**src/hw/acrm_pkg.sv**
```systemverilog
package acrm_pkg;
  // ==========================================================
  // Widths and address codes
  localparam int          ACRM_DW          = 32;
  localparam int          ACRM_AW          = 3;
  localparam int          ACRM_BANKS       = 4;
  localparam logic [2:0]  ACRM_ADDR_OFFSET = 3'h1;
  localparam logic [2:0]  ACRM_ADDR_GAIN   = 3'h2;
  localparam logic [2:0]  ACRM_ADDR_SETUP  = 3'h3;
  localparam logic [2:0]  ACRM_ADDR_CHAN   = 3'h5;
  // ==========================================================
  // Reset values
  localparam logic [31:0] ACRM_OFFSET_RST  = 32'h00000000;
  localparam logic [31:0] ACRM_GAIN_RST    = 32'h01000000;
  localparam logic [31:0] ACRM_SETUP_RST   = 32'h00000000;
  localparam logic [31:0] ACRM_CHAN_RST    = 32'h00000000;
  // ==========================================================
  // Field positions
  localparam int          ACRM_RFLAG_BIT   = 28;
  localparam int          ACRM_SRC_BIT     = 20;
  localparam int          ACRM_OLS_BIT     = 22;
  localparam int          ACRM_A1_BIT      = 24;
  localparam int          ACRM_A0_BIT      = 23;
  localparam int          ACRM_OL_LSB      = 4;
  localparam int          ACRM_PAIR_LSB    = 0;
  localparam int          ACRM_BANK_LSB    = 14;

  typedef struct packed {
    logic        valid;
    logic        write;
    logic [2:0]  addr;
    logic [1:0]  bank;
    logic [31:0] wdata;
  } acrm_cmd_type;

  typedef struct packed {
    logic [31:0] offset;
    logic [31:0] gain;
    logic [1:0]  sel;
  } acrm_cal_type;
endpackage

```
**src/hw/acrm_regs.sv**
```systemverilog
`timescale 1ns/1ps
// Function
// Thirteen 32-bit registers configure and control the converter.
// Registers are reached only by serial-port read and write commands.
// Every register takes its default on reset.
// Four offset copies, chosen by the 2-bit bank field of the command.
// Four gain copies, chosen by the same bank field.
// Applied pair comes from pair field or latch bits, per source choice bit.
// Address code 3'b001 selects the offset type.
// Offset is signed 32-bit, read-write, reset to zero.
// Address code 3'b010 selects the gain type.
// Gain is unsigned 32-bit, read-write.
// Gain resets to 0x01000000.
// Address code 3'b011 is the setup control word, reset to zero.
// Reset flag reads 1 after reset and clears once the word is read.
// Unused codes read zero and ignore writes.
module acrm_regs
  import acrm_pkg::*;
#(
  parameter int BANKS = acrm_pkg::ACRM_BANKS
)
(
  input  wire logic                  ref_clk,
  input  wire logic                  nrst,
  input  wire acrm_pkg::acrm_cmd_type cmd,
  output logic                       rd_valid,
  output logic [31:0]                rd_data,
  output acrm_pkg::acrm_cal_type     cal,
  output logic [31:0]                setup_word,
  output logic [31:0]                chan_words [4]
);
  import acrm_pkg::*;

  // ==========================================================
  // Storage
  logic [31:0] offset_reg [BANKS];
  logic [31:0] gain_reg   [BANKS];
  logic [31:0] setup_reg;
  logic [31:0] chan_reg   [4];
  logic        rflag_reg;

  logic        wr_en;
  logic        rd_en;
  assign wr_en = cmd.valid && cmd.write;
  assign rd_en = cmd.valid && !cmd.write;

  function automatic logic hit(input logic [2:0] a, input logic [2:0] code);
    hit = (a == code);
  endfunction

  function automatic logic mapped(input logic [2:0] a);
    mapped = hit(a, ACRM_ADDR_OFFSET) || hit(a, ACRM_ADDR_GAIN) ||
             hit(a, ACRM_ADDR_SETUP) || hit(a, ACRM_ADDR_CHAN);
  endfunction

  // ==========================================================
  // Calibration banks
  always_ff @(posedge ref_clk)
  begin
    if (!nrst)
    begin
      for (int i = 0; i < BANKS; i++)
      begin
        offset_reg[i] <= ACRM_OFFSET_RST;
        gain_reg[i]   <= ACRM_GAIN_RST;
      end
    end
    else if (wr_en && hit(cmd.addr, ACRM_ADDR_OFFSET))
      offset_reg[cmd.bank] <= cmd.wdata;
    else if (wr_en && hit(cmd.addr, ACRM_ADDR_GAIN))
      gain_reg[cmd.bank] <= cmd.wdata;
  end

  // ==========================================================
  // Setup word and channel words
  always_ff @(posedge ref_clk)
  begin
    if (!nrst)
      setup_reg <= ACRM_SETUP_RST;
    else if (wr_en && hit(cmd.addr, ACRM_ADDR_SETUP))
      setup_reg <= cmd.wdata;
  end

  // Channel word copy picked by the bank field too
  always_ff @(posedge ref_clk)
  begin
    if (!nrst)
    begin
      for (int i = 0; i < 4; i++)
        chan_reg[i] <= ACRM_CHAN_RST;
    end
    else if (wr_en && hit(cmd.addr, ACRM_ADDR_CHAN))
      chan_reg[cmd.bank] <= cmd.wdata;
  end

  // Flag is set by reset only, so no set/clear race exists
  always_ff @(posedge ref_clk)
  begin
    if (!nrst)
      rflag_reg <= 1'b1;
    else if (rd_en && hit(cmd.addr, ACRM_ADDR_SETUP))
      rflag_reg <= 1'b0;
  end

  // ==========================================================
  // Read path, one cycle after the command
  logic [31:0] rd_next;
  always_comb
  begin
    rd_next = 32'h00000000;
    if (hit(cmd.addr, ACRM_ADDR_OFFSET))
      rd_next = offset_reg[cmd.bank];
    else if (hit(cmd.addr, ACRM_ADDR_GAIN))
      rd_next = gain_reg[cmd.bank];
    else if (hit(cmd.addr, ACRM_ADDR_SETUP))
    begin
      rd_next = setup_reg;
      rd_next[ACRM_RFLAG_BIT] = rflag_reg;
    end
    else if (hit(cmd.addr, ACRM_ADDR_CHAN))
      rd_next = chan_reg[cmd.bank];
  end

  always_ff @(posedge ref_clk)
  begin
    if (!nrst)
    begin
      rd_valid <= 1'b0;
      rd_data  <= 32'h00000000;
    end
    else
    begin
      rd_valid <= rd_en;
      if (rd_en)
        rd_data <= rd_next;
    end
  end

  // ==========================================================
  // Applied calibration pair
  logic [1:0] sel_next;
  logic [31:0] chan0;
  assign chan0 = chan_reg[0];
  always_comb
  begin
    if (setup_reg[ACRM_SRC_BIT])
      sel_next = chan0[ACRM_PAIR_LSB +: 2];
    else
      sel_next = chan0[ACRM_OL_LSB +: 2];
  end

  always_ff @(posedge ref_clk)
  begin
    if (!nrst)
      cal <= '{offset: ACRM_OFFSET_RST, gain: ACRM_GAIN_RST, sel: 2'h0};
    else
      cal <= '{offset: offset_reg[sel_next], gain: gain_reg[sel_next], sel: sel_next};
  end

  always_ff @(posedge ref_clk)
  begin
    if (!nrst)
      setup_word <= ACRM_SETUP_RST;
    else
    begin
      setup_word <= setup_reg;
      setup_word[ACRM_RFLAG_BIT] <= rflag_reg;
    end
  end

  always_ff @(posedge ref_clk)
  begin
    if (!nrst)
      for (int i = 0; i < 4; i++)
        chan_words[i] <= ACRM_CHAN_RST;
    else
      for (int i = 0; i < 4; i++)
        chan_words[i] <= chan_reg[i];
  end
endmodule

```
**config.mk**
```make
export PLATFORM = sky130hd
export DESIGN_NAME = acrm_regs
export DESIGN_NICKNAME = d
export VERILOG_FILES = /design/src/hw/acrm_pkg.sv /design/src/hw/acrm_regs.sv
export SDC_FILE = /design/constraint.sdc
export NUM_CORES = 1
export LEC_CHECK = 0
export BUFFER_PORTS_ARGS = -buffer_cell sky130_fd_sc_hd__buf_2
export CAP_MARGIN = 0
export CORE_ASPECT_RATIO = 2
export CORE_MARGIN = 10
export CORE_UTILIZATION = 39
export CTS_BUF_LIST = sky130_fd_sc_hd__clkbuf_16
export CTS_CLUSTER_SIZE = 12
export DETAILED_ROUTE_END_ITERATION = 8
export GPL_TIMING_DRIVEN = 1
export PLACE_DENSITY = 0.63
export SETUP_SLACK_MARGIN = 0.3
export SLEW_MARGIN = 20
export SYNTH_ARGS = -nofsm -noshare
export SYNTH_HDL_FRONTEND = slang
export SYNTH_SLANG_ARGS = --single-unit
```
**constraint.sdc**
```tcl
create_clock -name ref_clk -period 6 [get_ports ref_clk]
set_clock_uncertainty 0.2 [all_clocks]
set_input_delay 0.9 -clock ref_clk [delete_from_list [all_inputs] [get_ports ref_clk]]
set_output_delay 0.9 -clock ref_clk [all_outputs]
set_load 0.1 [all_outputs]
```
==> metrics.cfg <==
[cts]
h-tree-depth=3
cts_inserted_buffers=67
cts_hold_buf=0
postCtsSetupBuffers=0
clkTransAtPathRegs_ns=0.06
cts-root-buf=clkbuf_16
cts_tree=yes
clockBufferDepth=3
clk_latency_ns=0.62
clock_sinks=675
cts_resized=0

[detailed_routing]
routed_wl_mm=80.2
drt_first_pass_iters=5
avgViaCountPerCell=5.47
initialDrtViolationCount=1611
ant_nets=0
routedWlPerCell_um=24.4
drc_errors=0
vias=18000

[floorplanning]
die_w_um=208
design.portCount=300
core_area_um2=69900
start_util_pct=39.4
die_area_um2=82400
fp-row-count=137
die-height_um=396

[sta]
relSlewSlack_pct=30.1
finalSetupTns_ns=0
slew_viol_final=0
hold_violations=0
fin_hold_ws_ns=0.256
worstMarginPinSlew_ns=1.05
rsz0062_at_grt=false
fmax_mhz=292
fin_ws_ns=2.58
period_share_pct=57.0
min_period_ns=3.42
setup_viol=0

[grt]
antenna_found_initial=15
grt_usage_pct=18.8
grt_pass1_vias=18700
grt_pass1_wl_mm=120
gr-total-overflow=0
grt_max_degree=129

[outcome]
outcome=complete, no violations

[setup_path]
start_kind=flip-flop
arrival_ns=3.69
critPathMaxFanout=72
path_delay_family=buffers and inverters
endpoint_kind=flip-flop
path_cells=mux2i_4, buf_12, buf_4, mux2i_1, o22ai_1
required_ns=6.27
path_buf_inv=2
crit_type=reg2reg
max_stage_delay_ns=0.75
rrSetupSlack_ns=2.58
cpMaxStageDelayCell=mux2i_4

[placement]
io_buffers=299
place_congestion=0.831
dpl.hpwl_mm=53.3
pre_cts_slack_ns=1.87

[power_and_ir_drop]
p_per_area_nw_per_um2=332
internal_power_mw=7.50
ir_drop_mv=0.248
seq_power_share_pct=49.7
leakage_nw=13.4
netSwitchingFraction_pct=28.7
netSwitchingPower_mw=3.03
clockPowerShare_pct=36.3
power_frac_comb_pct=13.9

[synth]
synth_commonest_cells=384 x edfxtp_1, 291 x dfxtp_1, 285 x and3_1
ys_ff_latch=675
synth_warnings=0
synthDistinctLibCells=44
synthTopCellsByArea=edfxtp_1 42%, dfxtp_1 21%, mux2i_1 9.0%
ys.flop_type=edfxtp_1
synth_nets=2196
avgSynthCellArea_um2=12.8
seq_area_frac_synth_pct=63.0
synth.largest_area_cell=edfxtp_1
postSynth.asyncResetShare_pct=0
yosysMostFrequentCell=edfxtp_1
synth-edff-count=384
netlist.area_leader.share_pct=41.8
synthCells=2155
syn_area_um2=27600

[final_layout]
nNetsFinal=2374
utilization_pct=45.3
area_growth_pct=14.9
fill_cells=6345
drive_above_1_share_pct=19.9

[run]
cap_viol_max_count=0

[worst_hold_path]
min_path_type=reg2reg

## stage by stage
step	total power [mW]	instances	instance area (um^2)
after global placement	6.78	3165	29600
after CTS	10.6	3284	31600
after floorplan	6.44	2155	27600
after detailed placement	6.81	3166	29700
final	10.5	3289	31700
after global routing	10.9	3287	31700
## cells in the final DEF, fill, tap and decap left out, types with 5 or more instances in the layout
master	count
nand2_1	101
a21oi_1	63
and3_1	285
dfxtp_1	291
clkbuf_16	69
nand2_2	5
mux2i_1	246
o21ai_4	7
edfxtp_1	384
o211ai_1	31
o22ai_1	90
buf_4	26
a22oi_1	31
a211oi_1	32
inv_1	41
buf_2	296
nor2_4	5
mux4_2	37
o21a_1	31
and2_1	259
## cell type report
cell class	instances	area (um^2)	share of cell area (%)
diodes	4	10.0	0.0316
clock buffers	69	1730	5.45
clock inverters	49	226	0.715
inverters	2	7.51	0.0237
multi-input cells	1260	9440	29.8
flip-flops and latches	675	17400	54.8
well taps	903	1130	3.57
repair buffers	327	1770	5.59
## worst paths after layout
path / startpoint / endpoint / depth (start not counted)
max reg2reg: setup_reg[20] / cal[50] / 5
min reg2reg: rd_data[16] / rd_data[16] / 2
max: setup_reg[20] / cal[50] / 5
min: rd_data[16] / rd_data[16] / 2
## power groups by stage
| stage | sequential, mW | combinational [mW] | clock (mW) |
|---|---|---|---|
| after floorplan | 5.98 | 0.452 | 0 |
| after global placement | 5.32 | 1.46 | 0 |
| after detailed placement | 5.33 | 1.47 | 0 |
| after CTS | 5.24 | 1.47 | 3.90 |
| after global routing | 5.26 | 1.53 | 4.07 |
| final | 5.24 | 1.47 | 3.82 |
## tightest hold or removal path, stage by stage, from the launching register on
cell and delay, ns:
dfxtp_1 0.33, nand2_1 0.05, o31ai_1 0.05
## cells by family (layout without fill, tap and decap cells)
kind of cell,Yosys count,count (layout),synth area share (%)
AND/OR/NAND/NOR,685,685,14.7
flip-flops,675,675,63.0
AO/OA/AOI/OAI,291,291,6.88
multiplexers,284,284,12.0
buffers and inverters,220,447,3.45
other,0,4,0
## per-layer routing
metal	track usage [%]	wire length (um)
met1	23.7	33400
met2	30.6	37700
met3	4.86	6470
met4	7.26	2440
met5	0	113
Power figures use the tool's default switching activity.
